==> src/inc/dcf_pkg.sv <==
// Constants, carrier types and helpers for the dual-port FIFO with mailboxes
package dcf_pkg;

  localparam int DATA_W      = 36;          // Word width of both ports
  localparam int BYTE_W      = 9;           // Eight data bits and one parity bit
  localparam int BYTE_N      = 4;           // Bytes per word
  localparam int FIFO_DEPTH  = 64;          // Words held in the FIFO
  localparam int LEVEL_W     = 7;           // Enough bits to count 0..64
  localparam int SYNC_STAGES = 3;           // Flops on an outside pin
  localparam int FULL_SETTLE = 2;           // Edges after release before room shows

  // Almost-flag offsets picked by the two select pins at reset release
  localparam logic [LEVEL_W-1:0] OFFSET_SEL_11 = 7'h10;
  localparam logic [LEVEL_W-1:0] OFFSET_SEL_10 = 7'h0c;
  localparam logic [LEVEL_W-1:0] OFFSET_SEL_01 = 7'h08;
  localparam logic [LEVEL_W-1:0] OFFSET_SEL_00 = 7'h04;

  // Reset values of the low-active flags
  localparam logic FLAG_RESET_FULL_N   = 1'b0;
  localparam logic FLAG_RESET_EMPTY_N  = 1'b0;
  localparam logic FLAG_RESET_AEMPTY_N = 1'b0;
  localparam logic FLAG_RESET_AFULL_N  = 1'b1;
  localparam logic FLAG_RESET_MAIL_N   = 1'b1;

  typedef logic [DATA_W-1:0] dcf_word_t;    // One port word

  // Control pins of one port, grouped as they travel together
  typedef struct packed {
    logic select_n;          // Chip select, low active
    logic write_read_sel;    // High write, low read
    logic enable;            // Qualifies the clock edge
    logic mailbox_sel;       // High picks a mailbox
    logic parity_generate;   // Replace parity bits on reads
  } dcf_port_ctrl_t;

  // Byte parity check: high when any byte fails the selected sense
  function automatic logic dcf_parity_fail(input dcf_word_t w, input logic odd);
    logic fail;
    fail = 1'b0;
    for (int i = 0; i < BYTE_N; i++)
    begin
      fail = fail | ((^w[i*BYTE_W +: BYTE_W]) != odd);
    end
    return fail;
  endfunction

  // Replace the top bit of each byte with generated parity
  function automatic dcf_word_t dcf_parity_fill(input dcf_word_t w, input logic odd);
    dcf_word_t r;
    r = w;
    for (int i = 0; i < BYTE_N; i++)
    begin
      r[i*BYTE_W + BYTE_W - 1] = (^w[i*BYTE_W +: BYTE_W-1]) ^ odd;
    end
    return r;
  endfunction

endpackage

==> src/rtl/dcf_mailbox_fifo.sv <==
// Two-port FIFO with bypass mailboxes, parity check and generation
`timescale 1ns/10ps
module dcf_mailbox_fifo #(
  parameter int DEPTH = dcf_pkg::FIFO_DEPTH
) (
  input  wire logic                    clock,
  input  wire logic                    reset,
  input  wire logic                    device_reset_n,
  input  wire logic                    offset_select_low,
  input  wire logic                    offset_select_high,
  input  wire logic                    parity_odd_sel,
  input  wire dcf_pkg::dcf_port_ctrl_t port_a_ctrl,
  input  wire dcf_pkg::dcf_word_t      port_a_data_in,
  output dcf_pkg::dcf_word_t           port_a_data_out,
  output logic                         port_a_data_oe,
  output logic                         port_a_parity_error_n,
  input  wire dcf_pkg::dcf_port_ctrl_t port_b_ctrl,
  input  wire dcf_pkg::dcf_word_t      port_b_data_in,
  output dcf_pkg::dcf_word_t           port_b_data_out,
  output logic                         port_b_data_oe,
  output logic                         port_b_parity_error_n,
  output logic                         full_flag_n,
  output logic                         empty_flag_n,
  output logic                         almost_full_flag_n,
  output logic                         almost_empty_flag_n,
  output logic                         forward_mail_flag_n,
  output logic                         return_mail_flag_n
);
  import dcf_pkg::*;

  // Reset pin synchroniser and the device reset it produces
  logic [SYNC_STAGES-1:0] rst_sync_r;     // Shift chain, bit 0 sees the pin
  logic                   rst_level_r;    // Agreed pin level, high released
  logic                   dev_reset;      // Internal reset of FIFO, flags, settle count and port-B register
  logic [1:0]             settle_r;       // Edges counted since release
  logic [LEVEL_W-1:0]     offset_r;       // Almost-flag offset

  // Mailboxes and their flags
  dcf_word_t forward_mailbox_r;           // Port A to port B
  dcf_word_t return_mailbox_r;            // Port B to port A
  logic      forward_flag_r;              // Low while mail is waiting
  logic      return_flag_r;               // Low while mail is waiting

  // FIFO side signals
  dcf_word_t          fifo_out;           // Word at the head
  logic               fifo_in_ready;      // Room for a word
  logic               fifo_out_valid;     // A word waits
  logic [LEVEL_W-1:0] fifo_level;         // Words held
  dcf_word_t          out_reg_r;          // Port-B FIFO output register

  // Decoded port operations for this edge
  logic a_active;                         // Port A qualified edge
  logic b_active;                         // Port B qualified edge
  logic a_fifo_write;
  logic a_mail_write;
  logic a_mail_read;
  logic b_fifo_read;
  logic b_mail_write;
  logic b_mail_read;
  logic a_drive;                          // Port A outputs on
  logic b_drive;                          // Port B outputs on
  dcf_word_t a_next_data;                 // Port A word to show
  dcf_word_t b_next_data;                 // Port B word to show
  logic a_err_next;                       // Port A check result
  logic b_err_next;                       // Port B check result

  // Pin chain; the first flop feeds only the second
  always_ff @(posedge clock)
  begin
    if (reset)
    begin
      rst_sync_r <= '0;
    end
    else
    begin
      rst_sync_r <= {rst_sync_r[SYNC_STAGES-2:0], device_reset_n};
    end
  end

  // Pin level changes only once the last two stages agree
  always_ff @(posedge clock)
  begin
    if (reset)
    begin
      rst_level_r <= 1'b0;
    end
    else if (rst_sync_r[SYNC_STAGES-1] == rst_sync_r[SYNC_STAGES-2])
    begin
      rst_level_r <= rst_sync_r[SYNC_STAGES-1];
    end
  end

  // Held low for a few edges so the chain always sees it
  assign dev_reset = reset || !rst_level_r;

  // Offset captured on the release edge of the pin
  always_ff @(posedge clock)
  begin
    if (reset)
    begin
      offset_r <= OFFSET_SEL_00;
    end
    else if (!rst_level_r && rst_sync_r[SYNC_STAGES-1] && rst_sync_r[SYNC_STAGES-2])
    begin
      unique case ({offset_select_high, offset_select_low})
        2'b11: offset_r <= OFFSET_SEL_11;
        2'b10: offset_r <= OFFSET_SEL_10;
        2'b01: offset_r <= OFFSET_SEL_01;
        2'b00: offset_r <= OFFSET_SEL_00;
      endcase
    end
  end

  // Count edges after release before the full flag may rise
  always_ff @(posedge clock)
  begin
    if (dev_reset)
    begin
      settle_r <= '0;
    end
    else if (settle_r != 2'(FULL_SETTLE))
    begin
      settle_r <= settle_r + 1'b1;
    end
  end

  // Decode of the function tables; enable low means nothing happens
  assign a_active     = !port_a_ctrl.select_n && port_a_ctrl.enable;
  assign b_active     = !port_b_ctrl.select_n && port_b_ctrl.enable;
  assign a_fifo_write = a_active && port_a_ctrl.write_read_sel && !port_a_ctrl.mailbox_sel
                        && full_flag_n && !dev_reset;
  assign a_mail_write = a_active && port_a_ctrl.write_read_sel && port_a_ctrl.mailbox_sel
                        && forward_flag_r;
  assign a_mail_read  = a_active && !port_a_ctrl.write_read_sel && port_a_ctrl.mailbox_sel;
  // Port-B write with mailbox select low falls through to nothing
  assign b_mail_write = b_active && port_b_ctrl.write_read_sel && port_b_ctrl.mailbox_sel
                        && return_flag_r;
  assign b_mail_read  = b_active && !port_b_ctrl.write_read_sel && port_b_ctrl.mailbox_sel;
  assign b_fifo_read  = b_active && !port_b_ctrl.write_read_sel && !port_b_ctrl.mailbox_sel
                        && empty_flag_n && !dev_reset;

  // Buffer between the ports; its level drives the flags
  dcf_word_fifo #(
    .WIDTH   (DATA_W),
    .DEPTH   (DEPTH),
    .LEVEL_W (LEVEL_W)
  ) u_fifo (
    .clock     (clock),
    .reset     (dev_reset),
    .in_valid  (a_fifo_write),
    .in_ready  (fifo_in_ready),
    .in_data   (port_a_data_in),
    .out_valid (fifo_out_valid),
    .out_ready (b_fifo_read),
    .out_data  (fifo_out),
    .level     (fifo_level)
  );

  // Port-B output register loads the head word on a FIFO read
  always_ff @(posedge clock)
  begin
    if (dev_reset)
    begin
      out_reg_r <= '0;
    end
    else if (b_fifo_read)
    begin
      out_reg_r <= fifo_out;
    end
  end

  // Forward mailbox written from port A, kept after reads
  always_ff @(posedge clock)
  begin
    if (a_mail_write)
    begin
      forward_mailbox_r <= port_a_data_in;
    end
  end

  // Return mailbox written from port B, kept after reads
  always_ff @(posedge clock)
  begin
    if (b_mail_write)
    begin
      return_mailbox_r <= port_b_data_in;
    end
  end

  // Forward flag; new mail wins over a read in the same edge
  always_ff @(posedge clock)
  begin
    if (dev_reset)
    begin
      forward_flag_r <= FLAG_RESET_MAIL_N;
    end
    else if (a_mail_write)
    begin
      forward_flag_r <= 1'b0;
    end
    else if (b_mail_read)
    begin
      forward_flag_r <= 1'b1;
    end
  end

  // Return flag; same priority as the forward one
  always_ff @(posedge clock)
  begin
    if (dev_reset)
    begin
      return_flag_r <= FLAG_RESET_MAIL_N;
    end
    else if (b_mail_write)
    begin
      return_flag_r <= 1'b0;
    end
    else if (a_mail_read)
    begin
      return_flag_r <= 1'b1;
    end
  end

  assign forward_mail_flag_n = forward_flag_r;
  assign return_mail_flag_n  = return_flag_r;

  // FIFO status flags, low active, registered from the level
  always_ff @(posedge clock)
  begin
    if (dev_reset)
    begin
      full_flag_n         <= FLAG_RESET_FULL_N;
      empty_flag_n        <= FLAG_RESET_EMPTY_N;
      almost_full_flag_n  <= FLAG_RESET_AFULL_N;
      almost_empty_flag_n <= FLAG_RESET_AEMPTY_N;
    end
    else
    begin
      // Room shows only once the settle count is done
      full_flag_n         <= (settle_r >= 2'(FULL_SETTLE - 1)) && (fifo_level < LEVEL_W'(DEPTH - 1)
                             || (fifo_level == LEVEL_W'(DEPTH - 1) && !a_fifo_write)
                             || b_fifo_read);
      empty_flag_n        <= fifo_out_valid && !(b_fifo_read && fifo_level == LEVEL_W'(1))
                             || a_fifo_write && fifo_level == '0 && !b_fifo_read;
      almost_full_flag_n  <= fifo_level < LEVEL_W'(DEPTH) - offset_r;
      almost_empty_flag_n <= fifo_level > offset_r;
    end
  end

  // Drive windows: select and read both low; enable plays no part, and the output flops delay them one clock
  assign a_drive = !port_a_ctrl.select_n && !port_a_ctrl.write_read_sel;
  assign b_drive = !port_b_ctrl.select_n && !port_b_ctrl.write_read_sel;

  // Port A always shows the return mailbox, parity filled on request
  assign a_next_data = port_a_ctrl.parity_generate ?
                       dcf_parity_fill(return_mailbox_r, parity_odd_sel) : return_mailbox_r;

  // Port B shows the output register or the forward mailbox
  always_comb
  begin
    b_next_data = port_b_ctrl.mailbox_sel ? forward_mailbox_r : out_reg_r;
    if (port_b_ctrl.parity_generate)
    begin
      b_next_data = dcf_parity_fill(b_next_data, parity_odd_sel);
    end
  end

  // Parity trees are shared with generation, so a generating mailbox read masks the check
  assign a_err_next = dcf_parity_fail(port_a_data_in, parity_odd_sel)
                      && !(a_mail_read && port_a_ctrl.parity_generate);
  assign b_err_next = dcf_parity_fail(port_b_data_in, parity_odd_sel)
                      && !(b_mail_read && port_b_ctrl.parity_generate);

  // Output flops; one cycle behind the pins to keep outputs registered
  always_ff @(posedge clock)
  begin
    if (reset)
    begin
      port_a_data_out       <= '0;
      port_a_data_oe        <= 1'b0;
      port_b_data_out       <= '0;
      port_b_data_oe        <= 1'b0;
      port_a_parity_error_n <= 1'b1;
      port_b_parity_error_n <= 1'b1;
    end
    else
    begin
      port_a_data_out       <= a_next_data;
      port_a_data_oe        <= a_drive;
      port_b_data_out       <= b_next_data;
      port_b_data_oe        <= b_drive;
      port_a_parity_error_n <= !a_err_next;
      port_b_parity_error_n <= !b_err_next;
    end
  end

endmodule

==> src/rtl/dcf_word_fifo.sv <==
// Word FIFO with valid/ready on both sides and a fill level
`timescale 1ns/10ps
module dcf_word_fifo #(
  parameter int WIDTH   = 36,
  parameter int DEPTH   = 64,
  parameter int LEVEL_W = 7
) (
  input  wire logic               clock,
  input  wire logic               reset,
  input  wire logic               in_valid,
  output logic                    in_ready,
  input  wire logic [WIDTH-1:0]   in_data,
  output logic                    out_valid,
  input  wire logic               out_ready,
  output logic [WIDTH-1:0]        out_data,
  output logic [LEVEL_W-1:0]      level
);

  localparam int PTR_W = $clog2(DEPTH);

  logic [WIDTH-1:0]   mem [DEPTH];   // Storage array
  logic [PTR_W-1:0]   wr_ptr_r;      // Next slot to fill
  logic [PTR_W-1:0]   rd_ptr_r;      // Oldest word
  logic [LEVEL_W-1:0] level_r;       // Words held
  logic               push;          // Accepted write
  logic               pop;           // Accepted read

  // Full and empty come straight from the level, so they never lie
  assign in_ready  = (level_r != LEVEL_W'(DEPTH));
  assign out_valid = (level_r != '0);
  assign push      = in_valid && in_ready;
  assign pop       = out_valid && out_ready;
  assign out_data  = mem[rd_ptr_r];
  assign level     = level_r;

  // Memory write, no reset needed on data
  always_ff @(posedge clock)
  begin
    if (push)
    begin
      mem[wr_ptr_r] <= in_data;
    end
  end

  // Pointers wrap; depth is a power of two by default
  always_ff @(posedge clock)
  begin
    if (reset)
    begin
      wr_ptr_r <= '0;
      rd_ptr_r <= '0;
    end
    else
    begin
      if (push)
      begin
        wr_ptr_r <= (wr_ptr_r == PTR_W'(DEPTH-1)) ? '0 : wr_ptr_r + 1'b1;
      end
      if (pop)
      begin
        rd_ptr_r <= (rd_ptr_r == PTR_W'(DEPTH-1)) ? '0 : rd_ptr_r + 1'b1;
      end
    end
  end

  // Level tracks both sides in one place
  always_ff @(posedge clock)
  begin
    if (reset)
    begin
      level_r <= '0;
    end
    else if (push && !pop)
    begin
      level_r <= level_r + 1'b1;
    end
    else if (pop && !push)
    begin
      level_r <= level_r - 1'b1;
    end
  end

endmodule

==> config.mk <==
export PLATFORM = sky130hd
export DESIGN_NAME = dcf_mailbox_fifo
export DESIGN_NICKNAME = d
export VERILOG_FILES = /design/src/inc/dcf_pkg.sv /design/src/rtl/dcf_mailbox_fifo.sv /design/src/rtl/dcf_word_fifo.sv
export SDC_FILE = /design/constraint.sdc
export NUM_CORES = 2
export LEC_CHECK = 0
export BUFFER_PORTS_ARGS = -buffer_cell sky130_fd_sc_hd__buf_2
export CAP_MARGIN = 25
export CORE_MARGIN = 2
export CORE_UTILIZATION = 45
export DETAILED_ROUTE_END_ITERATION = 8
export PLACE_DENSITY = 0.63
export SKIP_CTS_REPAIR_TIMING = 1
export SYNTH_ARGS = -nofsm -noshare
export SYNTH_HDL_FRONTEND = slang
export SYNTH_SLANG_ARGS = --single-unit
==> constraint.sdc <==
create_clock -name clock -period 4.4 [get_ports clock]
set_input_delay 0.66 -clock clock [delete_from_list [all_inputs] [get_ports clock]]
set_output_delay 0.66 -clock clock [all_outputs]
set_load 0.01 [all_outputs]
==> flow_summary.toml <==
[yosys]
synth_enable_flop_cells = 2376
avgSynthCellArea_um2 = 21.0
ys_types = 67
ys_seq_elements = 2522
ys_warn_count = 0
syn_inst = 4625
synth_area_leader_cell = "edfxtp_1"
ys_async_sr_fraction = 0
yosys-top-cells-area = "edfxtp_1 (73%), mux4_2 (12%), dfxtp_1 (3.0%)"
syn_nets = 4733
yosys.area.top_type_share = 0.734
synth_ff_type = "edfxtp_1"
synth_area_um2 = 97100
seq_area_frac_synth = 0.765

[place]
dpl_cell_area_um2 = 103000
place.gp.congestion = 0.814
hpwl_um = 140000
post-place-cells = 7563
io_buffers = 169

[timing]
fmax_mhz = 286
layout_min_cycle_time_ns = 3.50
maxSlewHeadroom = 0.211
tightest_slew_ns = 1.15
hold_viol = 1
finalMaxSlewViolations = 0
finalSetupViolCount = 0
fin_crit_sh = 0.795
rsz0062_at_grt = "no"
finClkSkew_ns = 0.0546
tns_ns = 0
hold_ws_ns = -0.00403

[clocking]
cts_buffers = 274
cts_tree = "yes"
clkSinkCount = 2522
clk_latency_ns = 0.92
clk_pin_slew_ns = 0.06
htree_levels = 5
cts_root_buffer = "clkbuf_16"
clk_path_buf_depth = 4

[global_routing]
gr-total-overflow = 0
antenna_found_initial = 14
grt_max_degree = 86
grt_pass1_wl_um = 342000
grt_usage = 0.218
grt_pass1_vias = 48200

[power]
p_seq_frac = 0.546
switching_share = 0.196
power_leakage_nw = 34.4
clock_power_share = 0.435
p_total_mw = 48.2
ir_drop_mv = 0.475
p_switching_mw = 9.46
p_comb_frac = 0.019
p_per_area_nw_per_um2 = 434
p_int_mw = 38.7

[route]
ant_nets = 0
first_iter_violations = 5142
drc = 0
first_pass_iters = 5
wl_per_cell_um = 29.8
routed_wl_um = 240000
vias = 47520
viasPerCell = 5.89

[die]
die_w_um = 469
fp-row-count = 170
floorplan.initialDensity = 0.453
die-area_um2 = 220000
core_area_um2 = 215000
die_h_um = 469
ioPinCount = 170

[worst_setup_path]
cp-start-kind = "flip-flop"
path_class = "flip-flop to flip-flop"
end_kind = "flip-flop"
required_ns = 4.96
arrival_ns = 4.06
worst-path-max-fanout = 14

[cells_and_area]
final_cell_area_um2 = 111000
synthToLayoutAreaGrowth_pct = 14.3
final_cell_mix = "edfxtp_1 (2376), mux4_2 (520), clkbuf_16 (281)"
fin_nets = 5151
final_common_cell = "edfxtp_1"
drive_gt1_frac = 0.257
fin_cells = 8062

[flow_run]
drv_cap = 0

[run_status]
violations = "hold timing"
status = "complete, but fails checks"

[worst_hold_path]
hp-class = "input pin to flip-flop"
## state kept, by name, indices dropped and copies added, names as in the netlist, 2 cells and up
| name | cells |
|---|---|
| u_fifo.mem | 2304 |
| forward_mailbox_r | 36 |
| out_reg_r | 36 |
| port_a_data_out | 36 |
| port_b_data_out | 36 |
| return_mailbox_r | 36 |
| u_fifo.level | 7 |
| u_fifo.rd_ptr_r | 6 |
| u_fifo.wr_ptr_r | 6 |
| offset_r | 3 |
| rst_sync_r | 3 |
| settle_r | 2 |
## cells in the mapped netlist (9+ instances only)
| cell | n |
|---|---|
| edfxtp_1 | 2376 |
| mux4_2 | 520 |
| mux2i_1 | 228 |
| a22oi_1 | 198 |
| dfxtp_1 | 146 |
| nand2_1 | 139 |
| nor2_1 | 133 |
| a21oi_1 | 91 |
| buf_2 | 88 |
| clkbuf_1 | 76 |
| nand3_1 | 69 |
| xnor2_1 | 64 |
| buf_4 | 58 |
| xor2_1 | 58 |
| nor2b_1 | 50 |
| o211ai_1 | 28 |
| buf_6 | 25 |
| a32oi_1 | 24 |
| a22oi_2 | 23 |
| ha_1 | 20 |
| xnor3_1 | 17 |
| inv_1 | 15 |
| nor4_1 | 13 |
| buf_1 | 12 |
| o21ai_0 | 11 |
| a31oi_1 | 9 |
| nor3_1 | 9 |
## metal layers
metal / part of all wire / up-vias / global-route usage
met5: 0.00011 / - / 0
met4: 0.030 / 4 / 0.0671
met3: 0.087 / 346 / 0.0543
met2: 0.48 / 2003 / 0.348
met1: 0.41 / 25218 / 0.296
li1: - / 19949 / -
## critical path, stage by stage (launching register included)
cell	delay, ns
dfxtp_1	0.46
inv_1	0.12
ha_1	0.27
nand2_1	0.09
o2111a_2	0.26
buf_4	0.25
nand4b_2	0.50
nor2_4	0.78
buf_4	0.39
## cells by family (layout without fill, tap and decap cells)
| kind of cell | after synthesis | after routing | share of synthesized area |
|---|---|---|---|
| and+or+nand+nor | 481 | 481 | 0.0239 |
| buffers and inverters | 279 | 874 | 0.0166 |
| AOI/OAI and AO/OA | 427 | 427 | 0.0323 |
| other | 0 | 4 | 0 |
| DFF | 2522 | 2522 | 0.765 |
| muxes | 757 | 757 | 0.145 |
| adders and majority gates | 20 | 20 | 0.00258 |
| xor gates and xnor gates | 139 | 139 | 0.0149 |
## path summary, 6_finish.rpt
check | start | endpoint | slack [ns] | cells after the start
worst min-delay path | device_reset_n | rst_sync_r[0] | -0.004 | 2
worst max register to register | u_fifo.level[0] | u_fifo.mem[21][11] | 0.90 | 8
worst max-delay path | u_fifo.level[0] | u_fifo.mem[21][11] | 0.90 | 8
worst min register to register | rst_sync_r[0] | rst_sync_r[1] | 0.45 | 1
## cell type report
type,count,area (µm²)
well taps,2838,3550
fillers,16519,104000
inverters,16,62.6
diodes,4,10.0
flip-flops and latches,2522,74300
clock inverters,84,607
multi-input cells,1824,21800
repair buffers,405,3310
clock buffers,369,7400
## power by group through the flow
stage | combinational [mW] | clock [mW] | sequential [mW]
after floorplan | 0.238 | 0 | 26.8
after global placement | 0.857 | 0 | 26.8
after CTS | 0.885 | 21.3 | 26.3
after global routing | 0.967 | 22.3 | 26.3
final | 0.904 | 21.0 | 26.3
after detailed placement | 0.883 | 0 | 26.8
## stage by stage
stage	worst slack [ns]	hold slack, ns	util
4_1_cts	0.924	-0.121	0.515
2_1_floorplan	0.685	0.414	-
3_5_place_dp	0.572	0.442	0.478
6_report	0.903	-0.00403	0.517
3_3_place_gp	0.615	0.445	0.478
5_1_grt	0.806	0.00385	0.517
Power figures use the tool's default switching activity.
